--- src/hdl/ssc_pkg.sv ---
package ssc_pkg;
    // register byte offsets on the wishbone bus
    localparam logic [7:0] REG_MODE    = 8'h00;
    localparam logic [7:0] REG_OPTS    = 8'h04;
    localparam logic [7:0] REG_SLEEP   = 8'h08;
    localparam logic [7:0] REG_WAKE    = 8'h0C;
    localparam logic [7:0] REG_OPSLEEP = 8'h10;
    localparam logic [7:0] REG_OPWAKE  = 8'h14;
    localparam logic [7:0] REG_STATUS  = 8'h18;
    localparam logic [7:0] REG_MISSED  = 8'h1C;
    localparam logic [7:0] REG_SERIAL  = 8'h20;

    // sleep mode values
    localparam logic [3:0] MODE_NORMAL  = 4'h0;
    localparam logic [3:0] MODE_SUPPORT = 4'h7;
    localparam logic [3:0] MODE_CYCLIC  = 4'h8;

    // option bit positions
    localparam int OPT_PREF    = 0;
    localparam int OPT_NONCOORD = 1;
    localparam int OPT_NOEARLY = 2;
    localparam int OPT_STATMSG = 3;

    // reset values and the nomination threshold
    localparam logic [3:0]  RST_MODE   = MODE_NORMAL;
    localparam logic [3:0]  RST_OPTS   = 4'h0;
    localparam logic [15:0] RST_SLEEP  = 16'h0064;
    localparam logic [15:0] RST_WAKE   = 16'h00C8;
    localparam logic [7:0]  MISS_NOMINATE = 8'h03;

    // timing
    localparam int CLK_HZ        = 50_000_000;
    localparam int TICK_US       = 10_000;   // timebase tick, 10 ms
    localparam int TICK_CYC      = CLK_HZ / 1_000_000 * TICK_US;
    localparam int AWAKE_HOLD_S  = 30;
    localparam int AWAKE_TICKS   = AWAKE_HOLD_S * 1_000_000 / TICK_US;
    localparam int BLINK_FAST_TK = 25;
    localparam int BLINK_SLOW_TK = 100;

    typedef enum logic [1:0] {
        ST_NORMAL = 2'b00,
        ST_WAKE   = 2'b01,
        ST_SLEEP  = 2'b11
    } ssc_state_t;
endpackage

--- src/hdl/ssc_top.sv ---
// The register offsets and the Wishbone register port are this design's own decisions.
`timescale 1ns/1ns
// Notes on behaviour
// - after reset the node runs normal, never sleeping, until a sleep mode is set.
// - modes 7 and 8 are the synchronous sleep compatible modes.
// - option bit 0 makes the node a preferred coordinator.
// - double button press makes the node a coordinator that sends syncs.
// - as coordinator the association indicator blinks slowly.
// - indicator blinks while awake and synchronised.
// - single press wakes a sleeping synchronised node.
// - unsynced node sends sync request, sleeps its period, repeats until synced.
// - awake synced node answers each sync request with a sync.
// - support mode node stays awake always and answers requests.
// - button hold wakes cyclic node for 30 s, answering requests.
// - changing periods away from network values makes node coordinator unless barred.
// - coordinator sends new settings at next wake start; receivers adopt them at once.
// - missing the new-settings sync keeps the previous operating periods.
// - early wake, default on, shortens sleep by missed sync count.
// - support node rejects sync with older settings and answers with newer ones.
// - mode 8 selects synchronous cyclic sleep.
// - operating sleep and wake periods are readable.
// - status shows whether node is acting coordinator.
// - count of cycles since last sync is readable.
// - status message option emits a frame on wake and just before sleep.
// - eligible node nominates itself after three or more missed syncs.
// - claim priority: newer params, preferred, support node, higher serial.
module ssc_top
    import ssc_pkg::*;
#(
    parameter int TICK_CYCLES = TICK_CYC,
    parameter int HOLD_TICKS  = AWAKE_TICKS
) (
    input  wire logic        clk_i,
    input  wire logic        resetn_i,
    // classic wishbone slave
    input  wire logic        wb_cyc_i,
    input  wire logic        wb_stb_i,
    input  wire logic        wb_we_i,
    input  wire logic [7:0]  wb_adr_i,
    input  wire logic [3:0]  wb_sel_i,
    input  wire logic [31:0] wb_dat_i,
    output logic      [31:0] wb_dat_o,
    output logic             wb_ack_o,
    // button events, already debounced, asynchronous levels from pins
    input  wire logic        btn_single_i,
    input  wire logic        btn_double_i,
    input  wire logic        btn_hold_i,
    // sync messages received from peers, one-cycle pulses from the mac
    input  wire logic        rx_req_i,
    input  wire logic        rx_sync_i,
    input  wire logic        rx_sync_coord_i,
    input  wire logic [15:0] rx_sleep_i,
    input  wire logic [15:0] rx_wake_i,
    input  wire logic [7:0]  rx_gen_i,
    input  wire logic        rx_pref_i,
    input  wire logic        rx_support_i,
    input  wire logic [15:0] rx_serial_i,
    // messages to send
    output logic             tx_req_o,
    output logic             tx_sync_o,
    output logic      [15:0] tx_sleep_o,
    output logic      [15:0] tx_wake_o,
    output logic      [7:0]  tx_gen_o,
    output logic             stat_wake_o,
    output logic             stat_sleep_o,
    output logic             awake_o,
    output logic             led_o
);
    import ssc_pkg::*;

    // reset release synchroniser
    logic rst_m_q, rst_n_q;
    always_ff @(posedge clk_i or negedge resetn_i) begin
        if (!resetn_i) begin
            rst_m_q <= 1'b0;
            rst_n_q <= 1'b0;
        end else begin
            rst_m_q <= 1'b1;
            rst_n_q <= rst_m_q;
        end
    end

    // button pin synchronisers; the first stage feeds the second only
    logic [2:0] btn_m_q, btn_s_q, btn_p_q;
    always_ff @(posedge clk_i or negedge rst_n_q) begin
        if (!rst_n_q) begin
            btn_m_q <= 3'b000;
            btn_s_q <= 3'b000;
            btn_p_q <= 3'b000;
        end else begin
            btn_m_q <= {btn_hold_i, btn_double_i, btn_single_i};
            btn_s_q <= btn_m_q;
            btn_p_q <= btn_s_q;
        end
    end
    wire [2:0] btn_ev = btn_s_q & ~btn_p_q;
    wire       press1 = btn_ev[0];
    wire       press2 = btn_ev[1];
    wire       hold   = btn_ev[2];

    // software registers
    logic [3:0]  mode_q;
    logic [3:0]  opts_q;
    logic [15:0] sp_q, st_q, osp_q, owk_q;
    logic [15:0] serial_q;
    logic [7:0]  gen_q, missed_q;
    logic        coord_q, synced_q, pending_q;
    ssc_state_t  state_q;

    wire compat   = (mode_q == MODE_SUPPORT) || (mode_q == MODE_CYCLIC);
    wire cyclic   = (mode_q == MODE_CYCLIC);
    wire support  = (mode_q == MODE_SUPPORT);
    wire pref     = opts_q[OPT_PREF];
    wire noncoord = opts_q[OPT_NONCOORD];

    // bus decode; one wait state, ack drops after one cycle
    wire bus_req = wb_cyc_i && wb_stb_i && !wb_ack_o;
    wire wr_en   = bus_req && wb_we_i;
    wire wr_mode = wr_en && wb_adr_i == REG_MODE   && wb_sel_i[0];
    wire wr_opts = wr_en && wb_adr_i == REG_OPTS   && wb_sel_i[0];
    wire wr_sp   = wr_en && wb_adr_i == REG_SLEEP  && wb_sel_i[1:0] == 2'b11;
    wire wr_st   = wr_en && wb_adr_i == REG_WAKE   && wb_sel_i[1:0] == 2'b11;
    wire wr_ser  = wr_en && wb_adr_i == REG_SERIAL && wb_sel_i[1:0] == 2'b11;
    wire [15:0] wr16 = wb_dat_i[15:0];
    // differing from the operating values counts as a network change
    wire par_chg = compat && !noncoord &&
                   ((wr_sp && wr16 != osp_q) || (wr_st && wr16 != owk_q));

    logic [31:0] rd_mux;
    always_comb begin
        rd_mux = 32'h0000_0000;
        case (wb_adr_i)
            REG_MODE:    rd_mux = {28'h000_0000, mode_q};
            REG_OPTS:    rd_mux = {28'h000_0000, opts_q};
            REG_SLEEP:   rd_mux = {16'h0000, sp_q};
            REG_WAKE:    rd_mux = {16'h0000, st_q};
            REG_OPSLEEP: rd_mux = {16'h0000, osp_q};
            REG_OPWAKE:  rd_mux = {16'h0000, owk_q};
            REG_STATUS:  rd_mux = {24'h00_0000, gen_q[1:0], state_q, pending_q,
                                   synced_q, awake_o, coord_q};
            REG_MISSED:  rd_mux = {24'h00_0000, missed_q};
            REG_SERIAL:  rd_mux = {16'h0000, serial_q};
            default:     rd_mux = 32'h0000_0000;
        endcase
    end

    always_ff @(posedge clk_i or negedge rst_n_q) begin
        if (!rst_n_q) begin
            wb_ack_o <= 1'b0;
            wb_dat_o <= 32'h0000_0000;
        end else begin
            wb_ack_o <= bus_req;
            wb_dat_o <= bus_req ? rd_mux : wb_dat_o;
        end
    end

    // configuration store
    always_ff @(posedge clk_i or negedge rst_n_q) begin
        if (!rst_n_q) begin
            mode_q   <= RST_MODE;
            opts_q   <= RST_OPTS;                                        // early wake on by default
            sp_q     <= RST_SLEEP;
            st_q     <= RST_WAKE;
            serial_q <= 16'h0000;
        end else begin
            if (wr_mode) mode_q <= wb_dat_i[3:0];
            if (wr_opts) opts_q <= wb_dat_i[3:0];
            if (wr_sp) sp_q <= wr16;
            if (wr_st) st_q <= wr16;
            if (wr_ser) serial_q <= wr16;
        end
    end

    // local timebase tick
    logic [31:0] pre_q;
    wire tick = (pre_q == 32'(TICK_CYCLES - 1));
    always_ff @(posedge clk_i or negedge rst_n_q) begin
        if (!rst_n_q) pre_q <= 32'h0000_0000;
        else pre_q <= tick ? 32'h0000_0000 : pre_q + 32'h0000_0001;
    end

    // claim arbitration against an incoming coordinator sync
    function automatic logic rx_wins(input logic [7:0] rg, input logic rp, input logic rs,
                                     input logic [15:0] rser, input logic [7:0] mg,
                                     input logic mp, input logic ms, input logic [15:0] mser);
        if (rg != mg) return (rg - mg) < 8'h80;                          // newer params first
        if (rp != mp) return rp;
        if (rs != ms) return rs;
        return rser > mser;
    endfunction

    wire sync_new = rx_sync_i && rx_gen_i != gen_q;
    wire rx_old   = sync_new && (gen_q - rx_gen_i) < 8'h80;             // older settings
    wire reject   = support && synced_q && rx_old;
    wire yield    = rx_sync_coord_i && coord_q &&
                    rx_wins(rx_gen_i, rx_pref_i, rx_support_i, rx_serial_i,
                            gen_q, pref, support, serial_q);
    wire accept   = rx_sync_i && compat && !reject && (!coord_q || yield || !rx_sync_coord_i);

    // early wake: sleep trimmed by one eighth per missed cycle, floored at one tick
    wire [15:0] trim     = 16'((32'(osp_q) * 32'(missed_q)) >> 3);
    wire [15:0] sleep_ld = (!opts_q[OPT_NOEARLY] && trim < osp_q) ?
                           (osp_q - trim) : ((!opts_q[OPT_NOEARLY]) ? 16'h0001 : osp_q);

    // phase sequencer
    logic [15:0] cnt_q;
    logic [31:0] hold_q;
    wire hold_on  = (hold_q != 32'h0000_0000);
    wire phase_end = tick && cnt_q == 16'h0000;

    // wake start: leaving sleep, or the single cycle of entering from normal
    logic       awake_p_q;
    wire        awake_now  = state_q != ST_SLEEP;
    wire        wake_start = compat && ((awake_now && !awake_p_q) || state_q == ST_NORMAL);
    // flagged one tick ahead so the status frame still goes out while awake
    wire        sleep_next = state_q == ST_WAKE && tick && cnt_q == 16'h0001 && cyclic && !hold_on;
    always_ff @(posedge clk_i or negedge rst_n_q) begin
        if (!rst_n_q) begin
            state_q  <= ST_NORMAL;
            cnt_q    <= 16'h0000;
            hold_q   <= 32'h0000_0000;
            osp_q    <= RST_SLEEP;
            owk_q    <= RST_WAKE;
            gen_q    <= 8'h00;
            missed_q <= 8'h00;
            synced_q <= 1'b0;
            coord_q  <= 1'b0;
            pending_q <= 1'b0;
        end else begin
            if (hold && cyclic) hold_q <= 32'(HOLD_TICKS);
            else if (tick && hold_on) hold_q <= hold_q - 32'h0000_0001;
            if (par_chg) begin
                coord_q   <= 1'b1;
                pending_q <= 1'b1;                                       // sent at next wake
            end else if (press2 && !noncoord && compat) coord_q <= 1'b1;
            else if (pref && compat) coord_q <= 1'b1;
            else if (yield) coord_q <= 1'b0;
            else if (!compat) coord_q <= 1'b0;
            if (accept) begin
                osp_q    <= rx_sleep_i;
                owk_q    <= rx_wake_i;
                gen_q    <= rx_gen_i;
                missed_q <= 8'h00;
                synced_q <= 1'b1;
                if (!par_chg) pending_q <= 1'b0;                         // a fresh change wins
            end
            case (state_q)
                ST_NORMAL: begin
                    if (compat) begin
                        state_q <= ST_WAKE;
                        cnt_q   <= owk_q;
                    end
                end
                ST_WAKE: begin
                    if (!compat) state_q <= ST_NORMAL;
                    else if (tick && cnt_q != 16'h0000) cnt_q <= cnt_q - 16'h0001;
                    else if (phase_end && cyclic && !hold_on) begin
                        state_q <= ST_SLEEP;
                        cnt_q   <= sleep_ld;
                    end else if (phase_end) cnt_q <= owk_q;
                end
                ST_SLEEP: begin
                    if (!compat) state_q <= ST_NORMAL;
                    else if ((press1 && synced_q) || (hold && cyclic)) begin
                        state_q <= ST_WAKE;
                        cnt_q   <= owk_q;
                    end else if (tick && cnt_q != 16'h0000) cnt_q <= cnt_q - 16'h0001;
                    else if (phase_end) begin
                        state_q <= ST_WAKE;
                        cnt_q   <= owk_q;
                        if (!coord_q && missed_q != 8'hFF) missed_q <= missed_q + 8'h01;
                        if (!coord_q && missed_q >= 8'h01) synced_q <= 1'b0;
                        if (!noncoord && missed_q + 8'h01 >= MISS_NOMINATE) begin
                            coord_q <= 1'b1;
                        end
                    end
                end
                default: state_q <= ST_NORMAL;
            endcase
            // a missed update simply leaves osp_q and owk_q as they were
            if (pending_q && wake_start) begin
                osp_q     <= sp_q;
                owk_q     <= st_q;
                gen_q     <= gen_q + 8'h01;
                pending_q <= 1'b0;
            end
        end
    end

    // outgoing messages, registered pulses
    always_ff @(posedge clk_i or negedge rst_n_q) begin
        if (!rst_n_q) begin
            awake_p_q    <= 1'b0;
            tx_req_o     <= 1'b0;
            tx_sync_o    <= 1'b0;
            tx_sleep_o   <= 16'h0000;
            tx_wake_o    <= 16'h0000;
            tx_gen_o     <= 8'h00;
            stat_wake_o  <= 1'b0;
            stat_sleep_o <= 1'b0;
        end else begin
            awake_p_q    <= awake_now;
            tx_req_o     <= wake_start && !synced_q && !coord_q;
            tx_sync_o    <= (wake_start && coord_q) ||
                            (rx_req_i && awake_now && compat && (synced_q || coord_q)) ||
                            reject;
            tx_sleep_o   <= (wake_start && pending_q) ? sp_q : osp_q;
            tx_wake_o    <= (wake_start && pending_q) ? st_q : owk_q;
            tx_gen_o     <= (wake_start && pending_q) ? gen_q + 8'h01 : gen_q;
            stat_wake_o  <= opts_q[OPT_STATMSG] && wake_start && cyclic;
            stat_sleep_o <= opts_q[OPT_STATMSG] && sleep_next;
        end
    end

    // indicator: slow for coordinator, fast when synced and awake
    logic [7:0] blk_q;
    logic       led_q;
    wire [7:0]  blk_lim = coord_q ? 8'(BLINK_SLOW_TK) : 8'(BLINK_FAST_TK);
    wire        led_run = compat && awake_now && (coord_q || synced_q);
    always_ff @(posedge clk_i or negedge rst_n_q) begin
        if (!rst_n_q) begin
            blk_q <= 8'h00;
            led_q <= 1'b0;
        end else if (!led_run) begin
            blk_q <= 8'h00;
            led_q <= 1'b0;
        end else if (tick) begin
            blk_q <= (blk_q >= blk_lim - 8'h01) ? 8'h00 : blk_q + 8'h01;
            led_q <= (blk_q >= blk_lim - 8'h01) ? ~led_q : led_q;
        end
    end

    assign awake_o = awake_now;
    assign led_o   = led_q;
endmodule

--- config.mk ---
export PLATFORM = sky130hd
export DESIGN_NAME = ssc_top
export DESIGN_NICKNAME = d
export VERILOG_FILES = /design/src/hdl/ssc_pkg.sv /design/src/hdl/ssc_top.sv
export SDC_FILE = /design/constraint.sdc
export NUM_CORES = 1
export LEC_CHECK = 0
export ABC_AREA = 1
export ABC_CLOCK_PERIOD_IN_PS = 16300
export BUFFER_PORTS_ARGS = -buffer_cell sky130_fd_sc_hd__buf_2
export CORE_MARGIN = 4
export CORE_UTILIZATION = 28
export DETAILED_ROUTE_END_ITERATION = 8
export HOLD_SLACK_MARGIN = 0.03
export PLACE_DENSITY = 0.56
export SLEW_MARGIN = 20
export SYNTH_ARGS = -nofsm -noshare
export SYNTH_HDL_FRONTEND = slang
export SYNTH_SLANG_ARGS = --single-unit
--- constraint.sdc ---
create_clock -name clk_i -period 16.3 [get_ports clk_i]
set_input_delay 1.63 -clock clk_i [delete_from_list [all_inputs] [get_ports clk_i]]
set_output_delay 1.63 -clock clk_i [all_outputs]
set_load 0.1 [all_outputs]
======== After elaboration in Yosys (flattened, before gate mapping) ========
Cells that the tools add are included.
word-level totals
  register bits after elaboration ......... 287
  bits of input ports ..................... 113
  word-level logic and storage cells ...... 253
operators by class
  $add $sub $neg .......................... 10
  multiply operators ...................... 1
  $lt $le $gt $ge ......................... 7
  eq/ne operators ......................... 31
  multiplexer cells ....................... 81
  bitwise logic cells ..................... 3
  reduce and logical (&&, ||, !) cells .... 87
operator list
  cell                     count
  $mux W16                 16
  $pmux W16 S9             1
  $mux W8                  13
  $mux W32                 3
  $logic_and A1 B1 Y1      58
  $pmux W16 S3             1
  $mux W1                  37
  $add A32 B1 Y32 const B  1
  $eq A32 B19 Y1 const B   1
  $eq A8 B5 Y1 const B     4
  $ne A16 B16 Y1           2
  $reduce_bool A32 Y1      1
  $sub A32 B1 Y32 const B  1
  $add A8 B1 Y8 const B    3
  $mul A16 B8 Y19          1
  $eq A16 B1 Y1 const B    1
  $eq A8 B4 Y1 const B     2
  $gt A16 B16 Y1           1
  $logic_not A16 Y1        1
  $lt A16 B16 Y1           1
  $lt A8 B8 Y1 const B     2
  $mux W2                  8
  $reduce_bool A16 Y1      1
  $sub A16 B1 Y16 const B  1
  other kinds (34)         59

======== Depth between registers and ports, before layout ========
  depth after elaboration ................. 19
  depth in mapped cells ................... 36
  depth with buffers taken out ............ 34

======== Least setup slack after synthesis ========
OpenSTA, ideal clock, no wires.
  path type ............................... register -> register
  from .................................... register missed_q[6]
  to ...................................... register cnt_q[9]
  data arrival time ....................... 5.985 ns
  data required time ...................... 16.182 ns
  path slack .............................. 10.197 ns
  stages on the path, launching flop included .. 34
  path buffers ............................ 3
  period minus slack after synthesis ...... 6.103 ns
  path through ............................ dfrtp_1 clkbuf_1 clkbuf_1 nand2_1 fa_1 fa_1 inv_1 fa_1 inv_1 fa_1 inv_1 ha_1 inv_1 nor3_1 nand2_1 o211ai_1 nand2_1 nand2_1 a21boi_0 o21ai_0 xor2_1 ha_1 nand2_1 nor3_1 nand2_1 nor2_1 nor2_1 nand2_1 buf_2 o21ai_0 nand3_1 nand2_1 a21oi_1 nor2_1
between the ends
  word-level cells in the longest chain between the ends .. 8
  elaborated cells between the ends (all ways) .. 9
ends and longest elaborated chain
  element                   RTL line        source
  start: declaration        ssc_top.sv:106  logic [7:0] gen_q, missed_q;
  start signal: assignment  ssc_top.sv:271  if (!coord_q && missed_q != 8'hFF) missed_q <= missed_q + 8'h01;
  $mul A16 B8 Y19 (*)       ssc_top.sv:201  wire [15:0] trim = 16'((32'(osp_q) * 32'(missed_q)) >> 3);
  $lt A16 B16 Y1            ssc_top.sv:202  wire [15:0] sleep_ld = (!opts_q[OPT_NOEARLY] && trim < osp_q) ?
  $logic_and A1 B1 Y1       ssc_top.sv:202
  $mux W16 (*)              ssc_top.sv:202
  $mux W16 (*)              ssc_top.sv:257  else if (phase_end && cyclic && !hold_on) begin
  $mux W16 (*)              ssc_top.sv:256  else if (tick && cnt_q != 16'h0000) cnt_q <= cnt_q - 16'h0001;
  $mux W16 (*)              ssc_top.sv:255  if (!compat) state_q <= ST_NORMAL;
  $pmux W16 S3 (*)          ssc_top.sv:247  case (state_q)
  end signal: assignment    ssc_top.sv:256
  end signal: assignment    ssc_top.sv:259  cnt_q <= sleep_ld;
  end signal: assignment    ssc_top.sv:260  end else if (phase_end) cnt_q <= owk_q;
  end: declaration          ssc_top.sv:206  logic [15:0] cnt_q;
Every way passes the cells marked *; elsewhere a longest branch is shown, timed or not. The select of a mux whose other input is x is not followed.
A chain may end at the register's enable or synchronous reset.

======== Worst setup path after layout ========
  from .................................... register missed_q[6]
  to ...................................... register cnt_q[15]
The elaborated chain is that of the path after synthesis.

==> flow_metrics.env <==
export IMPL_tns_ns=0
export IMPL_fin_area_um2=23700
export IMPL_synth_area_leaders="dfrtp_1, nand2_1, inv_1"
export IMPL_drv_slew=0
export IMPL_status="finished, final reports clean"
export IMPL_yosys_area_top_type="dfrtp_1"
export IMPL_cts_path_max_buffers=3
export IMPL_drc=0
export IMPL_min_delay_start="rst_m_q"
export IMPL_cp_arrival_ns=7.76
export IMPL_grt_setup_unrepaired="false"
export IMPL_final_nets=3345
export IMPL_first_pass_iters=6
export IMPL_io_pins=192
export IMPL_clk_pin_slew_ns=0.06
export IMPL_area_growth_pct=13.1
export IMPL_routedWlPerCell_um=16.5
export IMPL_cts_tree="done"
export IMPL_crit_slowest_cell="dfrtp_1"
export IMPL_synthDistinctLibCells=59
export IMPL_fp_dieH_um=282
export IMPL_ys_flop_type="dfrtp_1"
export IMPL_grt_pass1_wl_um=107000
export IMPL_fin_crit_sh_pct=44.7
export IMPL_floorplan_initialDensity_pct=28.2
export IMPL_postRouteAntennaNets=0
export IMPL_cp_required_ns=16.77
export IMPL_finalWirelength_um=67200
export IMPL_cp_buffers_inverters=5
export IMPL_synthCells=2950
export IMPL_finClkSkew_ns=0.0275
export IMPL_htreeDepth=2
export IMPL_grt_use_total_pct=17.0
export IMPL_grt_pass1_vias=18900
export IMPL_io_buffers=157
export IMPL_crit_top_cell="nand2_1"
export IMPL_die_w_um=282
export IMPL_routed_via_count=19300
export IMPL_grt_max_degree=168
export IMPL_ys_warn_count=0
export IMPL_maxCapViolCount=0
export IMPL_crit_start="missed_q[6]"
export IMPL_end_kind="flip-flop"
export IMPL_setup_violations=0
export IMPL_fmax_mhz=137
export IMPL_drtIter0Drc=1456
export IMPL_r2r_start="missed_q[6]"
export IMPL_hold_buffers=0
export IMPL_finalHoldViolations=0
export IMPL_post_cts_buffers=0
export IMPL_start_kind="flip-flop"
export IMPL_cts_sinks=271
export IMPL_grt_ovfl_total=0
export IMPL_clk_latency_ns=0.56
export IMPL_synth_seq_cells=271
export IMPL_synth_top_area_share_pct=30.9
export IMPL_place_area_um2=22600
export IMPL_cp_top_family="adder cells"
export IMPL_avgSynthCellArea_um2=7.10
export IMPL_cts_buffers=34
export IMPL_place_congestion=0.897
export IMPL_rows=100
export IMPL_tightest_slew_ns=1.02
export IMPL_hold_class="flip-flop to flip-flop"
export IMPL_critPathKind="flip-flop to flip-flop"
export IMPL_yosysSeqAreaShare_pct=32.4
export IMPL_synth_edff_count=0
export IMPL_critical_path_max_stage_delay_ns=0.96
export IMPL_netlist_area_um2=21000
export IMPL_post_cts_resized=0
export IMPL_crit_fanout=19
export IMPL_root_buffer="clkbuf_16"
export IMPL_drive_gt1_share_pct=11.1
export IMPL_dieArea_um2=79300
export IMPL_vias_per_cell=4.75
export IMPL_relSlewSlack_pct=31.6
export IMPL_core_um2=74300
export IMPL_period_needed_ns=7.29
export IMPL_antenna_found_initial=2
export IMPL_ys_async_sr_fraction_pct=100
export IMPL_dp_hpwl_um=50500
==> layer usage <==
layer  global-route usage, %  part of all wire, %  vias up
met1                    24.1                   47     9196
met5                       0                    0        -
met4                    4.34                  2.4        0
li1                        -                    -     9477
met3                    2.19                  5.8       84
met2                    27.5                   45      554
==> cell usage in the layout (no fill, tap or decap), types with 18 or more instances in the layout <==
cell type / netlist / final
nand2_1: 847 / 846
inv_1: 439 / 439
dfrtp_1: 259 / 258
nor2_1: 236 / 236
nand3_1: 193 / 193
o21ai_0: 173 / 173
buf_2: 24 / 157
a21oi_1: 119 / 119
ha_1: 88 / 88
fa_1: 77 / 77
xor2_1: 61 / 61
nand4_1: 42 / 42
nor3_1: 38 / 38
inv_2: 36 / 36
xnor2_1: 36 / 36
clkbuf_16: 0 / 34
buf_4: 18 / 20
o22ai_1: 18 / 18
==> Yosys cell counts (6+ instances only) <==
| cell type | number |
|---|---|
| ha_1 | 88 |
| a211oi_1 | 10 |
| nor3_1 | 38 |
| a31oi_1 | 8 |
| nor2_4 | 8 |
| buf_4 | 18 |
| nand2_2 | 16 |
| fa_1 | 77 |
| o22ai_1 | 18 |
| xor2_1 | 61 |
| dfstp_2 | 12 |
| buf_6 | 6 |
| nand2_1 | 847 |
| nor4_1 | 9 |
| nor2_1 | 236 |
| a21o_1 | 7 |
| nand3_1 | 193 |
| buf_2 | 24 |
| xnor2_1 | 36 |
| a21oi_1 | 119 |
| o21bai_1 | 6 |
| o31ai_1 | 14 |
| dfrtp_1 | 259 |
| o21ai_0 | 173 |
| o21ai_1 | 7 |
| inv_2 | 36 |
| nand4_1 | 42 |
| nor2_2 | 14 |
| clkbuf_1 | 62 |
| inv_1 | 439 |
==> stage by stage <==
| stage | util [%] | setup WS, ns | instances | hold slack, ns |
|---|---|---|---|---|
| global placement | 30.4 | 9.10 | 4000 | 0.333 |
| global route | 31.9 | 8.34 | 4062 | 0.370 |
| floorplan | - | 8.21 | 2965 | 0.331 |
| finish | 31.9 | 9.01 | 4062 | 0.350 |
| detailed placement | 30.4 | 9.01 | 4000 | 0.337 |
| CTS | 31.9 | 8.96 | 4061 | 0.351 |
==> sequential cells by signal, summed over array words and instances, names as in the netlist, 8 cells and up <==
register,flops
serial_q,16
owk_q,16
missed_q,8
hold_q,32
tx_wake_o,16
sp_q,16
st_q,16
tx_gen_o,8
tx_sleep_o,16
wb_dat_o,16
pre_q,32
blk_q,8
osp_q,16
gen_q,8
cnt_q,16
==> final timing paths <==
check / to / slack, ns / cells past startpoint
max: cnt_q[15] / 9.01 / 31
min: rst_n_q / 0.35 / 0
max reg2reg: cnt_q[15] / 9.01 / 31
min reg2reg: rst_n_q / 0.35 / 0
max in group asynchronous: cnt_q[15] / 14.43 / 1
min in group asynchronous: tx_gen_o[2] / 0.44 / 0
==> cell families (layout without fill, tap and decap cells) <==
kind of cell	count (synthesis)	after routing	synth area share, %
buf+inv	592	719	11.3
other cells	2	18	0.0358
simple gates	1437	1437	29.3
compound gates	386	386	10.2
xor+xnor	97	97	4.05
fa+ha+maj	165	165	12.6
flops	271	271	32.4
==> final cells by class <==
class,instances,area [um2]
Fill cell,8213,50600
Multi-Input combinational cell,2102,11800
Sequential cell,271,6800
Inverter,480,1800
Tap cell,969,1210
Timing Repair Buffer,178,956
Clock buffer,47,920
Clock inverter,14,159
Antenna cell,1,2.50
Power is not shown: default switching activity piles up to over one toggle a cycle in this logic, so the estimate is an artifact.
